==> config.mk <==
export PLATFORM = sky130hd
export DESIGN_NAME = sah_alarm_handler
export DESIGN_NICKNAME = d
export VERILOG_FILES = /design/src/core/sah_pkg.sv /design/src/core/sah_blinker.sv /design/src/core/sah_history.sv /design/src/core/sah_alarm_handler.sv
export VERILOG_INCLUDE_DIRS = /design/src /design/src/core
export SDC_FILE = /design/constraint.sdc
export NUM_CORES = 1
export LEC_CHECK = 0
export ABC_AREA = 1
export BUFFER_PORTS_ARGS = -buffer_cell sky130_fd_sc_hd__buf_2
export CAP_MARGIN = 30
export CORE_UTILIZATION = 58
export CTS_CLUSTER_SIZE = 12
export DETAILED_ROUTE_END_ITERATION = 12
export PLACE_DENSITY = 0.8
export RECOVER_POWER = 25
export SETUP_SLACK_MARGIN = 0.05
export SYNTH_ARGS = -nofsm -noshare
export SYNTH_HDL_FRONTEND = slang
export SYNTH_SLANG_ARGS = --single-unit
==> constraint.sdc <==
create_clock -name core_clk_in -period 2.5 [get_ports core_clk_in]
set_clock_uncertainty 0.15 [all_clocks]
set_input_delay 0.5 -clock core_clk_in [delete_from_list [all_inputs] [get_ports core_clk_in]]
set_output_delay 0.5 -clock core_clk_in [all_outputs]
set_load 0.03 [all_outputs]
==> src/core/sah_defines.svh <==
// Purpose: Offsets, field positions, reset values and timing of the alarm handler
// Assumes: Included by every design file of the alarm handler except the package
// Notes: Byte addresses on an 8-bit register port, one 32-bit word per register
`ifndef SAH_DEFINES_SVH
`define SAH_DEFINES_SVH

// ============================================================
// Register offsets
`define SAH_ADDR_CTRL 8'h00
`define SAH_ADDR_CMD 8'h04
`define SAH_ADDR_STATUS 8'h08
`define SAH_ADDR_INT_STAT 8'h0C
`define SAH_ADDR_INT_MASK 8'h10
`define SAH_ADDR_HIST_CNT 8'h14
`define SAH_ADDR_HIST_BASE 8'h20

// ============================================================
// Field positions
`define SAH_CTRL_CODE_EN 0
`define SAH_CTRL_POS_MODE 1
`define SAH_CMD_RESET 0
`define SAH_CMD_HIST_CLR 1
`define SAH_CMD_ABS_ARM 2
`define SAH_INT_RAISED 0
`define SAH_INT_CLEARED 1
`define SAH_INT_W 2

// ============================================================
// Reset values
`define SAH_CTRL_RESET 2'h0
`define SAH_INT_MASK_RESET 2'h0

// ============================================================
// Sizes and timing
`define SAH_HIST_DEPTH 10
`define SAH_CLK_MHZ 100
`define SAH_TICK_US 1000
`define SAH_TICK_CYCLES (`SAH_CLK_MHZ * `SAH_TICK_US)
`define SAH_BLINK_ON_MS 200
`define SAH_BLINK_OFF_MS 300
`define SAH_BLINK_GAP_MS 1500

`endif

==> src/core/sah_pkg.sv <==
// Purpose: Shared types of the alarm handler
// Assumes: Widths fixed here are checked against module parameters
// Notes: The blinker and the core keep their whole state in one of these structs; the history uses its own
package sah_pkg;

   typedef enum logic [1:0] {BLK_IDLE, BLK_ON, BLK_OFF, BLK_GAP} sah_blink_phase_t;

   typedef struct packed {
      sah_blink_phase_t phase;
      logic [15:0] ticks;
      logic [2:0] left;
      logic led;
   } sah_blink_state_t;

   typedef struct packed {
      logic [23:0] div_cnt;
      logic tick;
      logic mf_prev;
      logic code_en;
      logic pos_mode;
      logic active;
      logic resettable;
      logic abs_loss;
      logic abs_armed;
      logic cuts;
      logic [7:0] code;
      logic [2:0] blinks;
      logic [1:0] int_stat;
      logic [1:0] int_mask;
      logic [31:0] rdata;
      logic ready;
      logic limit;
      logic zero_near;
      logic pos_clk;
   } sah_core_state_t;

endpackage

==> src/core/sah_blinker.sv <==
// Purpose: Alarm LED burst generator, N blinks then a long gap
// Assumes: tick_in is a one-cycle pulse at the tick rate
// Notes: Burst restarts cleanly whenever active_in drops
`timescale 1ns/1ps
`include "sah_defines.svh"
module sah_blinker import sah_pkg::*; #(
   parameter int ON_TICKS = `SAH_BLINK_ON_MS,
   parameter int OFF_TICKS = `SAH_BLINK_OFF_MS,
   parameter int GAP_TICKS = `SAH_BLINK_GAP_MS
) (
   // Clock and reset
   input wire logic core_clk_in,
   input wire logic srst_in,
   // Control
   input wire logic tick_in,
   input wire logic active_in,
   input wire logic [2:0] count_in,
   // LED
   output logic led_out
);
   if (ON_TICKS < 1 || OFF_TICKS < 1 || GAP_TICKS < 1 || ON_TICKS > 65535 || OFF_TICKS > 65535 ||
       GAP_TICKS > 65535) begin : g_chk
      $error("sah_blinker: phase lengths must be 1..65535 ticks");
   end

   localparam logic [15:0] ON_LAST = 16'(ON_TICKS - 1);
   localparam logic [15:0] OFF_LAST = 16'(OFF_TICKS - 1);
   localparam logic [15:0] GAP_LAST = 16'(GAP_TICKS - 1);

   sah_blink_state_t s;
   sah_blink_state_t next_s;

   always_comb begin
      next_s = s;
      if (!active_in || count_in == 3'h0) begin
         next_s.phase = BLK_IDLE;
         next_s.led = 1'b0;
      end else begin
         case (s.phase)
            BLK_IDLE: begin
               next_s.phase = BLK_ON;
               next_s.ticks = 16'h0000;
               next_s.left = count_in;
               next_s.led = 1'b1;
            end
            BLK_ON: begin
               if (tick_in) begin
                  next_s.ticks = s.ticks + 16'h0001;
                  if (s.ticks == ON_LAST) begin
                     next_s.ticks = 16'h0000;
                     next_s.led = 1'b0;
                     next_s.left = s.left - 3'h1;
                     next_s.phase = (s.left == 3'h1) ? BLK_GAP : BLK_OFF;
                  end
               end
            end
            BLK_OFF: begin
               if (tick_in) begin
                  next_s.ticks = s.ticks + 16'h0001;
                  if (s.ticks == OFF_LAST) begin
                     next_s.ticks = 16'h0000;
                     next_s.led = 1'b1;
                     next_s.phase = BLK_ON;
                  end
               end
            end
            BLK_GAP: begin
               if (tick_in) begin
                  next_s.ticks = s.ticks + 16'h0001;
                  if (s.ticks == GAP_LAST) begin
                     next_s.phase = BLK_IDLE;
                  end
               end
            end
            default: next_s.phase = BLK_IDLE;
         endcase
      end
   end

   always_ff @(posedge core_clk_in) begin
      if (srst_in) begin
         s <= '0;
      end else begin
         s <= next_s;
      end
   end

   assign led_out = s.led;

   AST_BLINK_DARK: assert property (@(posedge core_clk_in) disable iff (srst_in)
      !active_in |=> !led_out)
      else $error("LED lit with no alarm");
endmodule

==> src/core/sah_history.sv <==
// Purpose: Record of the most recent alarm codes, newest in slot 0
// Assumes: At most one push per cycle
// Notes: A clear in the same cycle as a push keeps only the pushed code
`timescale 1ns/1ps
`include "sah_defines.svh"
module sah_history import sah_pkg::*; #(
   parameter int DEPTH = `SAH_HIST_DEPTH
) (
   // Clock and reset
   input wire logic core_clk_in,
   input wire logic srst_in,
   // Update
   input wire logic push_in,
   input wire logic [7:0] push_code_in,
   input wire logic clear_in,
   // Readout
   input wire logic [3:0] rd_index_in,
   output logic [7:0] rd_code_out,
   output logic [3:0] count_out
);
   if (DEPTH < 1 || DEPTH > 15) begin : g_chk
      $error("sah_history: DEPTH must be 1..15");
   end

   typedef struct packed {
      logic [DEPTH-1:0][7:0] slot;
      logic [3:0] count;
   } sah_hist_state_t;

   localparam logic [3:0] FULL = 4'(DEPTH);

   sah_hist_state_t s;
   sah_hist_state_t next_s;

   always_comb begin
      next_s = s;
      if (clear_in) begin
         next_s = '0;
      end
      if (push_in) begin
         for (int i = DEPTH - 1; i > 0; i--) begin
            next_s.slot[i] = clear_in ? 8'h00 : s.slot[i-1];
         end
         next_s.slot[0] = push_code_in;
         next_s.count = (clear_in || s.count == 4'h0) ? 4'h1 : ((s.count == FULL) ? FULL : s.count + 4'h1);
      end
   end

   always_ff @(posedge core_clk_in) begin
      if (srst_in) begin
         s <= '0;
      end else begin
         s <= next_s;
      end
   end

   assign rd_code_out = (rd_index_in < FULL) ? s.slot[rd_index_in] : 8'h00;
   assign count_out = s.count;

   AST_HIST_WIPE: assert property (@(posedge core_clk_in) disable iff (srst_in)
      clear_in && !push_in |=> count_out == 4'h0 && s.slot[0] == 8'h00)
      else $error("History not erased");
   AST_HIST_NEWEST: assert property (@(posedge core_clk_in) disable iff (srst_in)
      push_in |=> s.slot[0] == $past(push_code_in) && count_out != 4'h0)
      else $error("Newest alarm not in slot 0");
endmodule

==> src/core/sah_alarm_handler.sv <==
// Purpose: Alarm latch, fault output, shared code outputs, LED bursts, history and resets
// Assumes: All inputs synchronous to core_clk_in; power cycling is srst_in
// Notes: Register port answers every read on the next cycle, never stalls
//
// Our own choices: the placing of the registers and the plain strobed port.
`timescale 1ns/1ps
`include "sah_defines.svh"

// What this block does
// - Alarm turns fault output off, stops motor
// - Code enable routes code onto three outputs
// - Position request in position mode wins
// - Code bits suppressed while position readout wins
// - Shared input is readout clock, reset ignored
// - LED blinks alarm-specific count per burst
// - Keep ten latest alarms, newest first
// - Clear-history command erases all entries
// - Reset input clears on falling edge only
// - Setup command and power cycle also clear
// - Non-resettable alarms need a power cycle
// - Position-loss alarm needs extra arming step
// - Current-cutting alarms engage the brake
// - Code bits carry the blink count
module sah_alarm_handler import sah_pkg::*; #(
   parameter int TICK_CYCLES = `SAH_TICK_CYCLES,
   parameter int HIST_DEPTH = `SAH_HIST_DEPTH,
   parameter int BLINK_ON_TICKS = `SAH_BLINK_ON_MS,
   parameter int BLINK_OFF_TICKS = `SAH_BLINK_OFF_MS,
   parameter int BLINK_GAP_TICKS = `SAH_BLINK_GAP_MS
) (
   // Clock and reset
   input wire logic core_clk_in,
   input wire logic srst_in,
   // Register port
   input wire logic [7:0] reg_addr_in,
   input wire logic [31:0] reg_wdata_in,
   input wire logic reg_wr_in,
   input wire logic reg_rd_in,
   output logic [31:0] reg_rdata_out,
   // Protective condition detectors
   input wire logic alarm_set_in,
   input wire logic [7:0] alarm_code_in,
   input wire logic [2:0] alarm_blinks_in,
   input wire logic alarm_resettable_in,
   input wire logic alarm_abs_loss_in,
   input wire logic alarm_cuts_current_in,
   // Discrete inputs
   input wire logic position_request_in,
   input wire logic shared_multifunction_in,
   input wire logic ready_in,
   input wire logic limit_in,
   input wire logic zero_near_in,
   input wire logic brake_fitted_in,
   // Discrete outputs
   output logic fault_indicator_out,
   output logic motor_stop_out,
   output logic brake_engage_out,
   output logic ready_out,
   output logic limit_reached_out,
   output logic zero_near_out,
   output logic position_readout_clock_out,
   output logic alarm_led_out,
   output logic irq_out
);
   // ============================================================
   // Parameter checks
   if (TICK_CYCLES < 1 || TICK_CYCLES > 16777215) begin : g_chk_tick
      $error("sah_alarm_handler: TICK_CYCLES must be 1..16777215");
   end
   if (HIST_DEPTH != `SAH_HIST_DEPTH) begin : g_chk_hist
      $error("sah_alarm_handler: HIST_DEPTH must match the history window");
   end

   localparam logic [23:0] DIV_LAST = 24'(TICK_CYCLES - 1);
   localparam logic [7:0] HIST_LAST = 8'(`SAH_ADDR_HIST_BASE + 4 * (HIST_DEPTH - 1));

   // ============================================================
   // Helpers
   function automatic logic reg_hit(input logic [7:0] addr, input logic [7:0] offset);
      return addr == offset;
   endfunction

   function automatic logic [3:0] hist_slot(input logic [7:0] addr);
      logic [7:0] rel;
      rel = addr - `SAH_ADDR_HIST_BASE;
      return rel[5:2];
   endfunction

   sah_core_state_t s;
   sah_core_state_t next_s;

   logic prio;
   logic mf_fall;
   logic mf_rise;
   logic cmd_wr;
   logic cmd_reset;
   logic hist_clear;
   logic abs_arm;
   logic clear_ok;
   logic alarm_take;
   logic code_route;
   logic [2:0] code_bits;
   logic [3:0] hist_index;
   logic [7:0] hist_code;
   logic [3:0] hist_count;
   logic [1:0] int_events;

   // ============================================================
   // Event decode
   assign prio = s.pos_mode & position_request_in;
   assign mf_fall = s.mf_prev & ~shared_multifunction_in & ~prio;
   assign mf_rise = ~s.mf_prev & shared_multifunction_in;
   assign cmd_wr = reg_wr_in & reg_hit(reg_addr_in, `SAH_ADDR_CMD);
   assign cmd_reset = cmd_wr & reg_wdata_in[`SAH_CMD_RESET];
   assign hist_clear = cmd_wr & reg_wdata_in[`SAH_CMD_HIST_CLR];
   assign abs_arm = cmd_wr & reg_wdata_in[`SAH_CMD_ABS_ARM];
   // Non-resettable alarms ignore both reset sources; position loss also needs arming
   assign clear_ok = s.active & s.resettable & (mf_fall | cmd_reset) & (~s.abs_loss | s.abs_armed);
   // First alarm is kept so the reported code does not shift under the host
   assign alarm_take = alarm_set_in & (~s.active | clear_ok);
   assign code_route = s.code_en & ~prio;
   assign code_bits = s.active ? s.blinks : 3'h0;
   assign int_events = {clear_ok, alarm_take};
   assign hist_index = hist_slot(reg_addr_in);

   // ============================================================
   // Next state
   always_comb begin
      next_s = s;
      next_s.rdata = 32'h0000_0000;
      next_s.mf_prev = shared_multifunction_in;

      if (s.div_cnt == DIV_LAST) begin
         next_s.div_cnt = 24'h00_0000;
         next_s.tick = 1'b1;
      end else begin
         next_s.div_cnt = s.div_cnt + 24'h00_0001;
         next_s.tick = 1'b0;
      end

      if (abs_arm && s.active && s.abs_loss) begin
         next_s.abs_armed = 1'b1;
      end
      if (clear_ok) begin
         next_s.active = 1'b0;
         next_s.abs_armed = 1'b0;
      end
      if (alarm_take) begin
         next_s.active = 1'b1;
         next_s.code = alarm_code_in;
         next_s.blinks = alarm_blinks_in;
         next_s.resettable = alarm_resettable_in;
         next_s.abs_loss = alarm_abs_loss_in;
         next_s.cuts = alarm_cuts_current_in;
         next_s.abs_armed = 1'b0;
      end

      // Status bits: a new event beats a same-cycle write-one clear
      next_s.int_stat = s.int_stat;
      if (reg_wr_in && reg_hit(reg_addr_in, `SAH_ADDR_INT_STAT)) begin
         next_s.int_stat = s.int_stat & ~reg_wdata_in[`SAH_INT_W-1:0];
      end
      next_s.int_stat = next_s.int_stat | int_events;

      if (reg_wr_in && reg_hit(reg_addr_in, `SAH_ADDR_CTRL)) begin
         next_s.code_en = reg_wdata_in[`SAH_CTRL_CODE_EN];
         next_s.pos_mode = reg_wdata_in[`SAH_CTRL_POS_MODE];
      end
      if (reg_wr_in && reg_hit(reg_addr_in, `SAH_ADDR_INT_MASK)) begin
         next_s.int_mask = reg_wdata_in[`SAH_INT_W-1:0];
      end

      if (reg_rd_in) begin
         if (reg_hit(reg_addr_in, `SAH_ADDR_CTRL)) begin
            next_s.rdata[`SAH_CTRL_CODE_EN] = s.code_en;
            next_s.rdata[`SAH_CTRL_POS_MODE] = s.pos_mode;
         end else if (reg_hit(reg_addr_in, `SAH_ADDR_STATUS)) begin
            next_s.rdata[0] = s.active;
            next_s.rdata[1] = s.resettable;
            next_s.rdata[2] = s.abs_loss;
            next_s.rdata[3] = s.abs_armed;
            next_s.rdata[4] = s.cuts;
            next_s.rdata[5] = prio;
            next_s.rdata[10:8] = s.blinks;
            next_s.rdata[23:16] = s.code;
         end else if (reg_hit(reg_addr_in, `SAH_ADDR_INT_STAT)) begin
            next_s.rdata[`SAH_INT_W-1:0] = s.int_stat;
         end else if (reg_hit(reg_addr_in, `SAH_ADDR_INT_MASK)) begin
            next_s.rdata[`SAH_INT_W-1:0] = s.int_mask;
         end else if (reg_hit(reg_addr_in, `SAH_ADDR_HIST_CNT)) begin
            next_s.rdata[3:0] = hist_count;
         end else if (reg_addr_in >= `SAH_ADDR_HIST_BASE && reg_addr_in <= HIST_LAST &&
                      reg_addr_in[1:0] == 2'b00) begin
            next_s.rdata[7:0] = hist_code;
         end
      end

      // Shared outputs registered so they never glitch on an input change
      next_s.ready = code_route ? code_bits[0] : ready_in;
      next_s.limit = code_route ? code_bits[1] : limit_in;
      next_s.zero_near = code_route ? code_bits[2] : zero_near_in;
      next_s.pos_clk = prio & shared_multifunction_in;
   end

   always_ff @(posedge core_clk_in) begin
      if (srst_in) begin
         s <= '0;
         s.code_en <= 1'(`SAH_CTRL_RESET >> `SAH_CTRL_CODE_EN);
         s.pos_mode <= 1'(`SAH_CTRL_RESET >> `SAH_CTRL_POS_MODE);
         s.int_mask <= `SAH_INT_MASK_RESET;
      end else begin
         s <= next_s;
      end
   end

   // ============================================================
   // Submodules
   sah_history #(
      .DEPTH(HIST_DEPTH)
   ) u_history (
      .core_clk_in(core_clk_in),
      .srst_in(srst_in),
      .push_in(alarm_take),
      .push_code_in(alarm_code_in),
      .clear_in(hist_clear),
      .rd_index_in(hist_index),
      .rd_code_out(hist_code),
      .count_out(hist_count)
   );

   sah_blinker #(
      .ON_TICKS(BLINK_ON_TICKS),
      .OFF_TICKS(BLINK_OFF_TICKS),
      .GAP_TICKS(BLINK_GAP_TICKS)
   ) u_blinker (
      .core_clk_in(core_clk_in),
      .srst_in(srst_in),
      .tick_in(s.tick),
      .active_in(s.active),
      .count_in(s.blinks),
      .led_out(alarm_led_out)
   );

   // ============================================================
   // Outputs
   assign reg_rdata_out = s.rdata;
   assign fault_indicator_out = ~s.active;
   assign motor_stop_out = s.active;
   assign brake_engage_out = s.active & s.cuts & brake_fitted_in;
   assign ready_out = s.ready;
   assign limit_reached_out = s.limit;
   assign zero_near_out = s.zero_near;
   assign position_readout_clock_out = s.pos_clk;
   assign irq_out = |(s.int_stat & s.int_mask);

   // ============================================================
   // Checks
   AST_FAULT_OFF: assert property (@(posedge core_clk_in) disable iff (srst_in)
      alarm_set_in && !s.active |=> !fault_indicator_out && motor_stop_out)
      else $error("Alarm did not drop fault output");
   AST_CODE_ROUTE: assert property (@(posedge core_clk_in) disable iff (srst_in)
      s.code_en && !prio && s.active |=> {zero_near_out, limit_reached_out, ready_out} == $past(s.blinks))
      else $error("Code bits not on shared outputs");
   AST_PRIO_PASS: assert property (@(posedge core_clk_in) disable iff (srst_in)
      prio |=> ready_out == $past(ready_in) && limit_reached_out == $past(limit_in) &&
               zero_near_out == $past(zero_near_in))
      else $error("Position readout lost priority");
   AST_PRIO_NO_CODE: assert property (@(posedge core_clk_in) disable iff (srst_in)
      prio && s.active && !ready_in && !limit_in && !zero_near_in |=>
         {zero_near_out, limit_reached_out, ready_out} == 3'h0)
      else $error("Code leaked during position readout");
   AST_PRIO_NO_RESET: assert property (@(posedge core_clk_in) disable iff (srst_in)
      s.active && prio && s.mf_prev && !shared_multifunction_in && !cmd_reset |=> s.active)
      else $error("Reset taken through readout clock");
   AST_RISE_KEEPS: assert property (@(posedge core_clk_in) disable iff (srst_in)
      s.active && mf_rise && !cmd_reset |=> s.active)
      else $error("Alarm cleared on rising edge");
   AST_FALL_CLEARS: assert property (@(posedge core_clk_in) disable iff (srst_in)
      s.active && s.resettable && !s.abs_loss && mf_fall && !alarm_set_in |=> !s.active && fault_indicator_out)
      else $error("Falling edge did not clear alarm");
   AST_CMD_CLEARS: assert property (@(posedge core_clk_in) disable iff (srst_in)
      s.active && s.resettable && !s.abs_loss && cmd_reset && !alarm_set_in |=> !s.active)
      else $error("Reset command did not clear alarm");
   AST_NONRES: assert property (@(posedge core_clk_in) disable iff (srst_in)
      s.active && !s.resettable |=> s.active && $stable(s.code))
      else $error("Non-resettable alarm cleared");
   AST_ABS_HOLD: assert property (@(posedge core_clk_in) disable iff (srst_in)
      s.active && s.abs_loss && !s.abs_armed |=> s.active)
      else $error("Position-loss alarm cleared unarmed");
   AST_BRAKE: assert property (@(posedge core_clk_in) disable iff (srst_in)
      alarm_set_in && !s.active && alarm_cuts_current_in && brake_fitted_in |=> brake_engage_out)
      else $error("Brake not engaged");
   AST_HOLD: assert property (@(posedge core_clk_in) disable iff (srst_in)
      s.active && !clear_ok |=> s.active && s.code == $past(s.code) && s.blinks == $past(s.blinks))
      else $error("Alarm changed before a clear");
endmodule

==> reports/results.tsv, run 1 <==
metric	value	unit
reg2reg start	s[60]	
CP max FO	11	
Post-Route Utilization	66.0	%
Synth-to-Final Area Change	9.65	%
Max clock buf depth	2	
post-CTS setup buffers	0	
final setup vio count	0	
Reg clk slew, reported paths	0.08	ns
vias per cell	5.56	
gpl congestion	0.947	
asr flop ratio synth	0	%
core footprint	0.0140	mm2
crit path time final	2.32	ns
Vias	7590	
Total Nets Final	1245	
Leak	0.00385	uW
share of cells above drive strength 1	8.60	%
pin count of the biggest net entering global routing	88	
number of synthesized flops with an enable pin	0	
final instance area	0.00927	mm2
Max Clk Rate	431	MHz
YS warnings	0	
status	finished with violations	
worst hold path type	primary input to flop	
kind of critical path	primary input to flop	
Die Width	123	um
top-count cell post-synth	nand2_1	
Setup TNS	0	ns
P per Cell Area	669	mW/mm2
initial antenna violation count	0	
H-tree depth	4	
fin. max-slew vios	37	
startpoint types	primary input	
vias in the first global route	6677	
antenna viol nets, final	0	
R2R Path End	s[77]	
Mapped Cells	1139	
dpl ws	0.123	ns
max_cap viols	1	
hold_ws	0.133	ns
most frequent cells after synthesis	nand2_1, dfxtp_1, inv_1, nand3_1, nor2_1	
Worst Max-Slew Pin Slew	1.57	ns
Synth Flop Type	dfxtp_1	
root buf cell	clkbuf_16	
drc violations	0	
Ports	106	
Final Hold Vio Count	0	
#FFs+latches synth	177	
CTS sink count	177	
Die Area	0.0151	mm2
fraction of the yosys area taken by sequential cells	41.9	%
synth top area cells	dfxtp_1, nand2_1, nand3_1	
Worst Path Required	2.65	ns
drt total wl	19.5	mm
Slew HR	-4.85	%
antenna diode count	0	
crit path from	reg_addr_in[3]	
DP HPWL	13.3	mm
endpoint arrival time on the critical path	2.47	ns
Avg Inst Size Synth	7.42	um2
FF-to-FF path depth	9	
post-CTS sizing	0	
failing checks	max-capacitance violations, max-slew violations	
Initial Util	60.2	%
final cycle utilization of the critical path	92.8	%
Synth cell types	46	
VDD IR-drop max	0.000494	V
Syn Std Cell Area	0.00845	mm2
Worst-Skew Late Latency	0.44	ns
Vert. Die Dim	123	um
CP Cell Sequence	clkbuf_1, clkbuf_1, nor2_1, inv_1, nor2_1, nor2_1, nand2_1, clkbuf_1, nor2_1	
drt wl/cell	14.3	um
row cnt	43	
slowest stage cell, crit path	clkbuf_1	
CTS tree	yes	
fillers	1226	
CTS Buf Count	17	
Initial DRC Count	845	
Synth top area share	41.9	%
cell taking the most area after synthesis	dfxtp_1	
crit path capture	reg_rdata_out[23]	
CP endpoint kind	flop	
Cell Area, Placed	0.00874	mm2
# port buffers	63	
most used cell, CP	nor2_1	
Worst R2R Setup Slack	0.25	ns
hold path startpoint	alarm_resettable_in	
Max stage delay on crit path	0.48	ns
GRT Total Usage	27.2	%
CTS hold repair buffers	0	
Worst Slack Setup Final	0.180	ns
GR Overflow Total	0	
DRT Pass-1 Iters	5	
RSZ-0062 raised after global routing	no	
first-pass GRT wire length	32.1	mm
-- critical path: cells and delay by family --
kind / cells / cell delay [ns]
buffers and inverters: 4 / 0.91
AND/OR/NAND/NOR: 5 / 1.04
-- cell type report --
class                           instances  area [um2]  area share [%]
Sequential cell                       177        3540            38.2
Timing Repair Buffer                   89         482            5.20
Tap cell                              180         225            2.43
Multi-Input combinational cell        767        3970            42.8
Clock buffer                           17         425            4.59
Inverter                              121         459            4.95
Clock inverter                         15         164            1.77
-- where the power goes --
part	switching [uW]	leakage [uW]	internal [uW]
registers	61.1	0.00144	2910
clock network	1280	0.000289	1340
logic	401	0.00212	200
total	1750	0.00385	4450
-- metrics by stage --
step           total power (uW)  std cells
2_1_floorplan              3490       1151
6_report                   6200       1366
4_1_cts                    6230       1366
5_1_grt                    6440       1366
3_5_place_dp               3630       1334
3_3_place_gp               3620       1334
-- registers in the layout, indices dropped and copies added (netlist names) --
| name | cells |
|---|---|
| u_blinker.s | 21 |
| limit_reached_out | 1 |
| u_history.count_out | 4 |
| motor_stop_out | 1 |
| u_blinker.led_out | 1 |
| u_history.s | 80 |
| position_readout_clock_out | 1 |
| ready_out | 1 |
| reg_rdata_out | 19 |
| s | 47 |
| zero_near_out | 1 |
-- per-layer routing --
| layer | GRT usage (%) | vias to the layer above | share of wire (%) |
|---|---|---|---|
| met4 | 9.07 | 0 | 1.8 |
| met2 | 42.2 | 259 | 46 |
| met5 | 0 | - | 0 |
| met1 | 36.4 | 3484 | 46 |
| met3 | 7.39 | 34 | 6.0 |
| li1 | - | 3813 | - |
-- cells in the final DEF, fill, tap and decap left out, types with 4 or more instances in the layout --
cell,instances
nand4_1,22
nor2_1,86
a21oi_1,61
clkbuf_1,33
o211a_1,30
nor3_1,24
a21boi_0,37
dfxtp_1,177
ha_1,7
inv_6,5
nor3b_1,4
or2_2,4
buf_4,19
a31oi_1,4
clkbuf_16,17
buf_2,35
clkinv_4,4
o21ai_0,34
nand2_1,250
conb_1,13
inv_1,117
o22ai_1,18
nand3_1,106
inv_8,4
nor4_1,6
a21boi_1,5
a22oi_1,8
xor2_1,14
a211oi_1,5
-- kinds of logic after synthesis --
logic type | share of synthesized area (%)
AND/OR/NAND/NOR | 26.6
flip-flops | 41.9
buffers and inverters | 11.8
other | 0.0444
adder cells (fa/ha/maj) | 1.04
AO/OA/AOI/OAI | 16.9
XOR/XNOR | 1.76
-- how the worst min path moves through the flow --
| stage | end | slack, ns | depth (start not counted) |
|---|---|---|---|
| 5_1_grt | s[54] | 0.11 | 3 |
| 3_3_place_gp | s[60] | 0.28 | 1 |
| 4_1_cts | s[54] | 0.12 | 3 |
| 6_report | s[54] | 0.13 | 3 |
| 3_5_place_dp | reg_rdata_out[17] | 0.28 | 2 |
| 2_1_floorplan | reg_rdata_out[16] | 0.26 | 2 |
Note: power is estimated with default switching activity, not from simulation.
==> run 2, diff against run 1 <==
--- a/config.mk
+++ b/config.mk
@@ -8,7 +8,7 @@
 export LEC_CHECK = 0
 export ABC_AREA = 1
 export BUFFER_PORTS_ARGS = -buffer_cell sky130_fd_sc_hd__buf_2
-export CAP_MARGIN = 30
+export CORE_MARGIN = 4
 export CORE_UTILIZATION = 58
 export CTS_CLUSTER_SIZE = 12
 export DETAILED_ROUTE_END_ITERATION = 12
==> run 2 against run 1 <==
Effect of this change: the run still ends with max-capacitance violations, max-slew violations left; sequential power hardly changed; design area is 0.65% higher; first-iteration DRC count is 9.2% lower; cell count is 0.29% higher; register-to-register slack better by 0.04 ns; critical path type unchanged; critical endpoint is now u_history.s[20]; largest power group unchanged.
==> reports/results.tsv, run 2 (synthesized netlist as in run 1, its figures left out) <==
metric	value	unit	change
status	finished with violations		unchanged
failing checks	max-capacitance violations, max-slew violations		unchanged
# port buffers	63		unchanged
DP HPWL	13.5	mm	was 13.3 mm
vias per cell	5.57		was 5.56
DRT Pass-1 Iters	5		unchanged
Setup TNS	0	ns	unchanged
row cnt	43		unchanged
initial antenna violation count	0		unchanged
first-pass GRT wire length	33.2	mm	was 32.1 mm
Initial Util	60.0	%	was 60.2%
Initial DRC Count	767		was 845
antenna diode count	0		unchanged
most frequent cells in the layout	nand2_1, dfxtp_1, inv_1, nand3_1, nor2_1		unchanged
P per Cell Area	666	mW/mm2	was 669 mW/mm2
startpoint types	primary input		unchanged
Synth-to-Final Area Change	10.4	%	was 9.65%
Worst Max-Slew Pin Slew	1.85	ns	was 1.57 ns
drt wl/cell	14.5	um	was 14.3 um
CTS hold repair buffers	0		unchanged
total chip power	6220	uW	was 6200 uW
CTS tree	yes		unchanged
max_cap viols	1		unchanged
max reg flops	80		unchanged
CP max FO	72		was 11
post-CTS setup buffers	0		unchanged
antenna viol nets, final	0		unchanged
fin cells	1370		was 1366
share of cells above drive strength 1	9.16	%	was 8.60%
Biggest register	u_history.s		unchanged
Final Hold Vio Count	0		unchanged
CTS sink count	177		unchanged
drc violations	0		unchanged
Worst-Skew Late Latency	0.44	ns	about the same
Worst Slack Setup Final	0.220	ns	was 0.180 ns
Vias	7629		was 7590
post-CTS sizing	0		unchanged
pin count of the biggest net entering global routing	73		was 88
final cycle utilization of the critical path	91.2	%	was 92.8%
Die Width	129	um	was 123 um
biggest regs	u_history.s: 80 flops, s: 47 flops, u_blinker.s: 21 flops		unchanged
GR Overflow Total	0		unchanged
Worst Path Required	2.67	ns	was 2.65 ns
crit path time final	2.28	ns	was 2.32 ns
gpl congestion	0.906		was 0.947
Max clock buf depth	2		unchanged
Leak	0.00387	uW	was 0.00385 uW
Max Clk Rate	439	MHz	was 431 MHz
commonest non-fill, non-tap cell in the layout	nand2_1		unchanged
VDD IR-drop max	0.000491	V	was 0.000494 V
Vert. Die Dim	129	um	was 123 um
drt total wl	19.9	mm	was 19.5 mm
core footprint	0.0141	mm2	was 0.0140 mm2
Die Area	0.0166	mm2	was 0.0151 mm2
root buf cell	clkbuf_16		unchanged
Total Nets Final	1249		was 1245
vias in the first global route	7036		was 6677
final setup vio count	0		unchanged
fin. max-slew vios	38		was 37
DP Cell Count	1338		was 1334
GRT Total Usage	24.5	%	was 27.2%
CTS Buf Count	17		unchanged
H-tree depth	4		unchanged
worst hold path type	primary input to flop		unchanged
endpoint arrival time on the critical path	2.45	ns	was 2.47 ns
Ports	106		unchanged
RSZ-0062 raised after global routing	no		unchanged
Reg clk slew, reported paths	0.07	ns	was 0.08 ns
kind of critical path	primary input to flop		unchanged
CP endpoint kind	flop		unchanged
dpl ws	0.140	ns	was 0.123 ns
Slew HR	-23.4	%	was -4.85%
## run 2: cell types whose count changed in the layout (fill, tap and decap cells not counted), sizes merged
cell      delta
inv          -4
clkinv       -2
bufinv       +1
clkbuf       -2
clkinvlp     +4
buf          +7
## run 2: layout make-up
type	instances	area [um2]
Tap cell	180	225
Fill cell	1253	4770
Timing Repair Buffer	93	543
Multi-Input combinational cell	767	3970
Inverter	121	459
Clock buffer	18	439
Sequential cell	177	3540
Clock inverter	14	149
## run 2: power breakdown
part	switching [uW]	internal, uW
clock	1200	1430
sequential	62.6	2910
combinational	401	208
total	1660	4550
## run 2: routing by layer
| metal | share of wire [%] | vias up | routed length (um) | global-route usage (%) |
|---|---|---|---|---|
| li1 | - | 3807 | - | - |
| met1 | 45 | 3516 | 8890 | 32.3 |
| met2 | 46 | 267 | 9240 | 40.0 |
| met3 | 6.6 | 39 | 1320 | 5.11 |
| met4 | 2.3 | 0 | 455 | 8.46 |
| met5 | 0 | - | 0 | 0 |
## run 2: critical path, stage by stage
cell and delay, ns:
buf_2 0.08, clkbuf_1 1.32, nor2_4 0.06, buf_12 0.26, a21boi_0 0.17
## run 2: through the flow
step,area [um2],hold slack [ns],utilization (%)
4_1_cts,9380,0.118,66.5
6_report,9330,0.132,66.2
3_3_place_gp,8790,0.269,62.4
5_1_grt,9330,0.143,66.2
2_1_floorplan,8500,0.258,-
3_5_place_dp,8790,0.269,62.4
## run 2: final timing paths
check,startpoint,slack [ns],cells past startpoint,endpoint
worst min register to register,s[47],0.28,2,reg_rdata_out[20]
worst min-delay path,alarm_resettable_in,0.13,3,s[54]
worst max register to register,s[60],0.29,9,s[77]
worst max-delay path,srst_in,0.22,5,u_history.s[20]
